===== config.mk =====
export PLATFORM = sky130hd
export DESIGN_NAME = serial_port_slave
export DESIGN_NICKNAME = d
export VERILOG_FILES = /design/src/serial_port_pkg.sv /design/src/pin_sync.sv /design/src/serial_port_slave.sv
export VERILOG_INCLUDE_DIRS = /design/src
export SDC_FILE = /design/constraint.sdc
export NUM_CORES = 1
export LEC_CHECK = 0
export BUFFER_PORTS_ARGS = -buffer_cell sky130_fd_sc_hd__buf_2
export CORE_AREA = 5 5 90 75
export DETAILED_ROUTE_END_ITERATION = 12
export DIE_AREA = 0 0 95 80
export GPL_ROUTABILITY_DRIVEN = 0
export PLACE_DENSITY = 0.57
export SLEW_MARGIN = 20
export SYNTH_ARGS = -nofsm -noshare
export SYNTH_HDL_FRONTEND = slang
export SYNTH_SLANG_ARGS = --single-unit

===== constraint.sdc =====
create_clock -name ref_clk_i -period 3.1 [get_ports ref_clk_i]
set_input_delay 0.155 -clock ref_clk_i [delete_from_list [all_inputs] [get_ports ref_clk_i]]
set_output_delay 0.155 -clock ref_clk_i [all_outputs]
set_load 0.03 [all_outputs]

===== src/serial_port_cfg.svh =====
// Constants for the serial slave port: word size and pin polarities.
// Assumes inclusion by bare name from the package and design files.
`ifndef SERIAL_PORT_CFG_SVH
`define SERIAL_PORT_CFG_SVH
`define WORD_BITS 8
`define CNT_W 3
`define CNT_LAST 3'h7
`define CNT_ZERO 3'h0
`define BYTE_ZERO 8'h00
`define STAT_ZERO 8'h00
`define EVT_W 4
`define EVT_ZERO 4'h0
`define SEL_IDLE 1'b1
`endif


===== src/serial_port_pkg.sv =====
// Types shared by the serial slave port files.
// Assumes the constants header is on the include path.
`include "serial_port_cfg.svh"
package serial_port_pkg;
   typedef logic [`WORD_BITS-1:0] byte_t;
   typedef logic [`EVT_W-1:0] event_vec_t;
endpackage : serial_port_pkg


===== src/pin_sync.sv =====
// Two-stage synchroniser for one level from outside the clock domain.
// Assumes the input is a pin level with no relation to ref_clk_i.
`timescale 1ns/10ps
module pin_sync #(
   parameter logic RST_VAL = 1'b0
) (
   input wire logic ref_clk_i,
   input wire logic sys_rst_i,
   input wire logic async_i,
   output logic sync_o
);
   typedef struct packed {
      logic meta;
      logic stable;
   } sync_state_t;
   sync_state_t st, next_st;
   always_comb begin
      next_st = st;
      next_st.meta = async_i;
      next_st.stable = st.meta;
   end
   always_ff @(posedge ref_clk_i or posedge sys_rst_i) begin
      if (sys_rst_i) begin
         st <= {RST_VAL, RST_VAL};
      end else begin
         st <= next_st;
      end
   end
   assign sync_o = st.stable;
endmodule : pin_sync


===== src/serial_port_slave.sv =====
// Serial slave port pins: select gating, input capture, output launch, passthrough, interrupt pin.
// Assumes the serial clock is much slower than ref_clk_i and is sampled as a plain input.
// Notes on behaviour
// Input data is sampled on each rising serial clock edge while selected.
// The first output bit is launched when select falls; each later bit on the falling serial clock edge.
// While select is high the data output is not driven.
// Clock edges are ignored unless select is low; the master keeps select low for the whole transfer.
// In passthrough mode the data output follows the first user I/O pin.
// The interrupt pin has a programmable active level and flags converter, wake-up, alarm and supply events.
// A transfer runs from select falling to select rising and a partial word is dropped at deselect.
`timescale 1ns/10ps
`include "serial_port_cfg.svh"
module serial_port_slave (
   input wire logic ref_clk_i,
   input wire logic sys_rst_i,
   input wire logic sclk_i,
   input wire logic sel_n_i,
   input wire logic sdi_i,
   output logic sdo_o,
   output logic sdo_oe_n_o,
   input wire logic user_io_pin_one_i,
   input wire logic passthrough_en_i,
   input wire logic irq_active_high_i,
   input wire serial_port_pkg::event_vec_t event_i,
   input wire serial_port_pkg::byte_t tx_word_i,
   output serial_port_pkg::byte_t rx_word_o,
   output logic rx_valid_o,
   output logic tx_load_o,
   output logic irq_o
);
   import serial_port_pkg::*;

   logic sclk_s, sel_n_s, sdi_s, upio_s;

   pin_sync u_sync_sclk (.ref_clk_i(ref_clk_i), .sys_rst_i(sys_rst_i), .async_i(sclk_i), .sync_o(sclk_s));
   // Select resets to its idle level, so no phantom transfer opens right after reset.
   pin_sync #(.RST_VAL(`SEL_IDLE)) u_sync_sel (.ref_clk_i(ref_clk_i), .sys_rst_i(sys_rst_i), .async_i(sel_n_i),
      .sync_o(sel_n_s));
   pin_sync u_sync_sdi (.ref_clk_i(ref_clk_i), .sys_rst_i(sys_rst_i), .async_i(sdi_i), .sync_o(sdi_s));
   pin_sync u_sync_upio (.ref_clk_i(ref_clk_i), .sys_rst_i(sys_rst_i), .async_i(user_io_pin_one_i),
      .sync_o(upio_s));

   typedef enum logic [1:0] {
      ST_IDLE = 2'b00,
      ST_XFER = 2'b01
   } port_state_t;

   typedef struct packed {
      port_state_t fsm;
      logic sclk_d;
      logic [`CNT_W-1:0] bit_cnt;
      byte_t rx_sh;
      byte_t tx_sh;
      byte_t rx_word;
      logic rx_valid;
      logic tx_load;
      logic sdo;
      logic oe_n;
      logic irq;
   } port_t;

   port_t st, next_st;
   logic rise, fall;

   always_comb begin
      rise = sclk_s & ~st.sclk_d;
      fall = ~sclk_s & st.sclk_d;
      next_st = st;
      next_st.sclk_d = sclk_s;
      next_st.rx_valid = 1'b0;
      next_st.tx_load = 1'b0;
      next_st.irq = irq_active_high_i ? (|event_i) : ~(|event_i);
      case (st.fsm)
         ST_IDLE: begin
            next_st.bit_cnt = `CNT_ZERO;
            next_st.rx_sh = `BYTE_ZERO;
            if (!sel_n_s) begin
               next_st.fsm = ST_XFER;
               next_st.tx_sh = tx_word_i;
               next_st.tx_load = 1'b1;
               next_st.sdo = tx_word_i[`WORD_BITS-1];
            end
         end
         ST_XFER: begin
            if (sel_n_s) begin
               next_st.fsm = ST_IDLE;
            end else begin
               if (rise) begin
                  next_st.rx_sh = {st.rx_sh[`WORD_BITS-2:0], sdi_s};
                  next_st.bit_cnt = st.bit_cnt + 1'b1;
                  if (st.bit_cnt == `CNT_LAST) begin
                     next_st.rx_word = {st.rx_sh[`WORD_BITS-2:0], sdi_s};
                     next_st.rx_valid = 1'b1;
                  end
               end
               if (fall) begin
                  if (st.bit_cnt == `CNT_ZERO) begin
                     next_st.tx_sh = tx_word_i;
                     next_st.tx_load = 1'b1;
                     next_st.sdo = tx_word_i[`WORD_BITS-1];
                  end else begin
                     next_st.tx_sh = {st.tx_sh[`WORD_BITS-2:0], 1'b0};
                     next_st.sdo = st.tx_sh[`WORD_BITS-2];
                  end
               end
            end
         end
         default: next_st.fsm = ST_IDLE;
      endcase
      if (passthrough_en_i) begin
         next_st.sdo = upio_s;
      end
      next_st.oe_n = sel_n_s;
   end

   always_ff @(posedge ref_clk_i or posedge sys_rst_i) begin
      if (sys_rst_i) begin
         st <= '0;
         st.fsm <= ST_IDLE;
         st.oe_n <= 1'b1;
         st.irq <= 1'b0;
      end else begin
         st <= next_st;
      end
   end

   assign sdo_o = st.sdo;
   assign sdo_oe_n_o = st.oe_n;
   assign rx_word_o = st.rx_word;
   assign rx_valid_o = st.rx_valid;
   assign tx_load_o = st.tx_load;
   assign irq_o = st.irq;

   deselect_hiz_a: assert property (@(posedge ref_clk_i) disable iff (sys_rst_i)
      sel_n_s |=> sdo_oe_n_o) else $error("data output driven while deselected");
   select_drive_a: assert property (@(posedge ref_clk_i) disable iff (sys_rst_i)
      !sel_n_s |=> !sdo_oe_n_o) else $error("data output not driven while selected");
   capture_gate_a: assert property (@(posedge ref_clk_i) disable iff (sys_rst_i)
      rx_valid_o |-> $past(!sel_n_s && rise)) else $error("word taken without selected rising edge");
   word_value_a: assert property (@(posedge ref_clk_i) disable iff (sys_rst_i)
      rx_valid_o |-> rx_word_o[0] == $past(sdi_s)) else $error("last bit not sampled at rising edge");
   launch_edge_a: assert property (@(posedge ref_clk_i) disable iff (sys_rst_i)
      (!passthrough_en_i && st.fsm == ST_XFER && !sel_n_s && !fall && !rise) |=> $stable(sdo_o))
      else $error("output changed away from falling edge");
   passthru_follow_a: assert property (@(posedge ref_clk_i) disable iff (sys_rst_i)
      passthrough_en_i |=> sdo_o == $past(upio_s)) else $error("passthrough not following pin");
   irq_level_a: assert property (@(posedge ref_clk_i) disable iff (sys_rst_i)
      1'b1 |=> irq_o == ($past(irq_active_high_i) ~^ $past(|event_i)))
      else $error("interrupt level wrong");
   drop_partial_a: assert property (@(posedge ref_clk_i) disable iff (sys_rst_i)
      (st.fsm == ST_XFER && sel_n_s) |=> ##1 st.bit_cnt == `CNT_ZERO)
      else $error("partial word kept after deselect");

   // Framing: select opens and closes a transfer and reloads the transmit word.

   start_xfer_a: assert property (@(posedge ref_clk_i) disable iff (sys_rst_i)
      (st.fsm == ST_IDLE && !sel_n_s)
      |=> st.fsm == ST_XFER)
      else $error("transfer not opened at select");

   load_at_select_a: assert property (@(posedge ref_clk_i) disable iff (sys_rst_i)
      (st.fsm == ST_IDLE && !sel_n_s)
      |=> tx_load_o)
      else $error("transmit word not taken at select");

   first_bit_a: assert property (@(posedge ref_clk_i) disable iff (sys_rst_i)
      (st.fsm == ST_IDLE && !sel_n_s && !passthrough_en_i)
      |=> sdo_o == $past(tx_word_i[`WORD_BITS-1]))
      else $error("first bit not presented at select");

   end_xfer_a: assert property (@(posedge ref_clk_i) disable iff (sys_rst_i)
      (st.fsm == ST_XFER && sel_n_s)
      |=> st.fsm == ST_IDLE)
      else $error("transfer not closed at deselect");

   // Gating: nothing is taken in while select is high or without a rising edge, and the idle output holds.

   idle_no_word_a: assert property (@(posedge ref_clk_i) disable iff (sys_rst_i)
      (st.fsm == ST_IDLE || sel_n_s)
      |=> !rx_valid_o)
      else $error("word reported while deselected");

   deselect_hold_a: assert property (@(posedge ref_clk_i) disable iff (sys_rst_i)
      sel_n_s
      |=> $stable(rx_word_o))
      else $error("received word changed while deselected");

   quiet_count_a: assert property (@(posedge ref_clk_i) disable iff (sys_rst_i)
      (st.fsm == ST_XFER && !rise)
      |=> $stable(st.bit_cnt))
      else $error("bit count moved without a rising edge");

   idle_sdo_hold_a: assert property (@(posedge ref_clk_i) disable iff (sys_rst_i)
      (st.fsm == ST_IDLE && sel_n_s && !passthrough_en_i)
      |=> $stable(sdo_o))
      else $error("data output moved while deselected");

   // Shifting: one bit in per rising edge, one bit out per falling edge.

   rise_shift_a: assert property (@(posedge ref_clk_i) disable iff (sys_rst_i)
      (st.fsm == ST_XFER && !sel_n_s && rise)
      |=> st.rx_sh[0] == $past(sdi_s))
      else $error("input bit not shifted in at rising edge");

   rise_count_a: assert property (@(posedge ref_clk_i) disable iff (sys_rst_i)
      (st.fsm == ST_XFER && !sel_n_s && rise)
      |=> st.bit_cnt == $past(st.bit_cnt) + 1'b1)
      else $error("bit count not advanced at rising edge");

   word_done_a: assert property (@(posedge ref_clk_i) disable iff (sys_rst_i)
      (st.fsm == ST_XFER && !sel_n_s && rise && st.bit_cnt == `CNT_LAST)
      |=> rx_valid_o)
      else $error("full word not reported");

   valid_pulse_a: assert property (@(posedge ref_clk_i) disable iff (sys_rst_i)
      rx_valid_o
      |=> !rx_valid_o)
      else $error("word strobe longer than one cycle");

   fall_next_bit_a: assert property (@(posedge ref_clk_i) disable iff (sys_rst_i)
      (!passthrough_en_i && st.fsm == ST_XFER && !sel_n_s && fall && st.bit_cnt != `CNT_ZERO)
      |=> sdo_o == $past(st.tx_sh[`WORD_BITS-2]))
      else $error("next bit not launched at falling edge");

   refill_a: assert property (@(posedge ref_clk_i) disable iff (sys_rst_i)
      (st.fsm == ST_XFER && !sel_n_s && fall && st.bit_cnt == `CNT_ZERO)
      |=> tx_load_o)
      else $error("transmit word not reloaded after a full word");
endmodule : serial_port_slave


==> impl_metrics.env <==
export IMPL_status="finished clean"
export IMPL_syn_avg_cell_area_um2=11.0
export IMPL_cts_sinks=40
export IMPL_synthXorXnorAreaFrac_pct=0.987
export IMPL_antenna_found_initial=0
export IMPL_grt_overflow_total=0
export IMPL_final_period_utilization_pct=68.0
export IMPL_slew_headroom_pct=58.5
export IMPL_htreeDepth=2
export IMPL_core_area_mm2=0.00576
export IMPL_drc_errors=0
export IMPL_cp_endpoint="st[13]"
export IMPL_synthAdderAreaFrac_pct=4.23
export IMPL_die_area_mm2=0.00760
export IMPL_rsz0062_at_grt="no"
export IMPL_ys_warn_count=0
export IMPL_num_io_pins=33
export IMPL_synthArstFlopShare_pct=100
export IMPL_power_density_mw_per_mm2=747
export IMPL_finClkSkew_ns=0.00787
export IMPL_start_util_pct=30.8
export IMPL_grt_max_degree=41
export IMPL_rr_startpoint="st[33]"
export IMPL_ys_flop_type="dfrtp_1"
export IMPL_fin_area_mm2=0.00213
export IMPL_cp_startpoint="st[33]"
export IMPL_synth_simple_area_share_pct=12.8
export IMPL_synth_edf_count=0
export IMPL_critPathKind="flop to flop"
export IMPL_netlist_instances=161
export IMPL_antenna_left=0
export IMPL_slew_viol_final=0
export IMPL_setup_viol=0
export IMPL_wl_um=3190
export IMPL_regToRegSetupSlack_ns=0.99
export IMPL_synth_compound_area_share_pct=16.2
export IMPL_synth_area_mm2=0.00177
export IMPL_area_delta_synth_final_pct=20.0
export IMPL_startpoint_type="flop"
export IMPL_num_fill_cells=598
export IMPL_power_leakage_nw=0.995
export IMPL_multi_input_area_um2=619
export IMPL_hold_viol=0
export IMPL_yosys_area_top_type_share_pct=52.2
export IMPL_grt_use_total_pct=9.62
export IMPL_path_max_fanout=17
export IMPL_power_w=0.00159
export IMPL_synth_area_leaders="dfrtp_1 (52%), o21ai_0 (5.1%), dfstp_2 (4.4%)"
export IMPL_ys_ff_latch=40
export IMPL_layout_nets=218
export IMPL_cp_buffers_inverters=1
export IMPL_insertion_delay_ns=0.29
export IMPL_via_per_inst=4.49
export IMPL_die_h_um=80
export IMPL_cpMaxStageDelayCell="dfrtp_1"
export IMPL_rr_endpoint="st[13]"
export IMPL_worst_ep_arrival_time_ns=2.32
export IMPL_grt_pass1_wl_um=5650
export IMPL_yosysSeqAreaShare_pct=56.6
export IMPL_worstSetupEndpointType="flop"
export IMPL_max_freq_mhz=474
export IMPL_synth_area_leader_cell="dfrtp_1"
export IMPL_dp_cells=261
export IMPL_diodes=0
export IMPL_wl_per_cell_um=11.6
export IMPL_critPathRequiredTime_ns=3.31
export IMPL_tightestPinTransition_ns=0.622
export IMPL_crit_cells=5
export IMPL_max_vdd_ir_drop_uv=288
export IMPL_rr_worst_depth=5
export IMPL_hpwlAfterDp_um=2140
export IMPL_place_area_mm2=0.00195
export IMPL_clkTransAtPathRegs_ns=0.08
export IMPL_io_buffers=32
export IMPL_path_cells="inv_2 > ha_1 > a211oi_4 > nand3_1 > o21ai_0"
export IMPL_dr_total_vias=1229
export IMPL_cts_buffer_depth=2
export IMPL_die_width_um=95
export IMPL_first_iter_violations=78
export IMPL_cts_tree="done"
export IMPL_cts_buffers=5
export IMPL_num_rows=25
export IMPL_synth_mux_area_share_pct=0.635
export IMPL_drive_above_1_share_pct=27.5
export IMPL_ys_types=33
export IMPL_synth_top_family_by_area="compound AO/OA/AOI/OAI gates"
export IMPL_firstDrtPassIters=4
export IMPL_stdcell_count=274
export IMPL_setup_tns_final_ns=0
export IMPL_min_path_type="primary input to flop"
export IMPL_path_delay_family="flip-flops"
export IMPL_grt_pass1_vias=1188
export IMPL_fin_crit_ns=2.11
export IMPL_syn_nets=187
export IMPL_regArea_mm2=0.00100
export IMPL_max_cap_violations=0
export IMPL_clockRootBuffer="clkbuf_8"
export IMPL_slowest_delay_ns=0.74
flip-flops by register name, indices dropped and copies added, names as in the netlist:
| register | count |
|---|---|
| tx_load_o | 1 |
| rx_valid_o | 1 |
| sdo_o | 1 |
| u_sync_sdi.next_st | 1 |
| u_sync_sel.next_st | 1 |
| u_sync_upio.sync_o | 1 |
| u_sync_sel.sync_o | 1 |
| irq_o | 1 |
| u_sync_sclk.next_st | 1 |
| st | 19 |
| u_sync_sclk.sync_o | 1 |
| u_sync_upio.next_st | 1 |
| sdo_oe_n_o | 1 |
| u_sync_sdi.sync_o | 1 |
| rx_word_o | 8 |
cell usage after synthesis, types with 2 or more instances:
cell and n:
o21ai_0 18, dfstp_2 3, inv_1 13, ha_1 6, nor2_1 6, a2bb2oi_1 6, buf_4 8, a21oi_2 3
xor2_1 2, a21oi_1 5, and3b_1 6, nand3_1 11, clkbuf_1 3, a31oi_1 6, buf_2 3, nand2_1 8
nand2b_1 2, dfrtp_1 37
cell type report:
class,count,area share [%]
Tap cell,81,4.76
Sequential cell,40,47.2
Clock inverter,1,1.41
Multi-Input combinational cell,92,29.1
Clock buffer,7,4.52
Inverter,14,2.47
Timing Repair Buffer,39,10.6
worst min-delay path by stage:
stage | from | endpoint | slack (ns) | depth (start not counted)
6_report | irq_active_high_i | irq_o | 0.05 | 2
5_1_grt | irq_active_high_i | irq_o | 0.05 | 2
4_1_cts | irq_active_high_i | irq_o | 0.04 | 2
3_5_place_dp | sel_n_i | u_sync_sel.next_st[0] | 0.26 | 1
3_3_place_gp | sel_n_i | u_sync_sel.next_st[0] | 0.26 | 1
2_1_floorplan | sel_n_i | u_sync_sel.next_st[0] | 0.16 | 0
metal layers:
metal | up-vias | part of all wire (%) | global-route usage, % | wire length [um]
met1 | 582 | 48 | 12.8 | 1540
met2 | 32 | 43 | 13.9 | 1370
met4 | 0 | 1.6 | 3.46 | 51
met3 | 5 | 7.1 | 3.96 | 226
li1 | 610 | - | - | -
met5 | - | 0 | 0 | 0
through the flow:
step	hold slack [ns]	util, %	setup WS, ns
after floorplan	0.159	-	1.33
after global placement	0.260	33.9	1.04
after detailed placement	0.261	33.9	1.03
after CTS	0.0368	37.0	1.01
after global routing	0.0519	37.0	0.856
final	0.0487	37.0	0.992
placed cells by master, fill, tap and decap left out, types with 2 or more instances in the layout:
cell            n
a21oi_1         5
ha_1            6
o21ai_0        18
a31oi_1         6
a2bb2oi_1       6
xor2_1          2
nand2b_1        2
nand2_1         8
buf_2          32
nor2_1          6
nand3_1        11
and3b_1         6
dfrtp_1        37
clkbuf_8        7
dfstp_2         3
buf_4           2
a21oi_2         3
dlygate4sd3_1   5
inv_1          13
cells by family after synthesis:
family	count (synthesis)
DFF	40
buffers and inverters	29
AOI/OAI and AO/OA	44
adders and majority gates	6
xor gates and xnor gates	2
and+or+nand+nor	39
muxes	1
what timing repair did:
action / 4_1_cts / 5_1_grt
gates resized for setup: 0 / 0
setup buffers: 0 / 0
endpoints found under the setup margin: 0 / 0
hold buffers: 5 / 0
endpoints found under the hold margin: 23 / 0
power by group:
group,leakage (nW),switching [W],internal (W),total [W]
clock network,0.0645,0.000178,0.000284,0.000462
logic,0.425,0.000262,0.000177,0.000439
registers,0.505,0.0000817,0.000609,0.000691
Power figures use the tool's default switching activity.
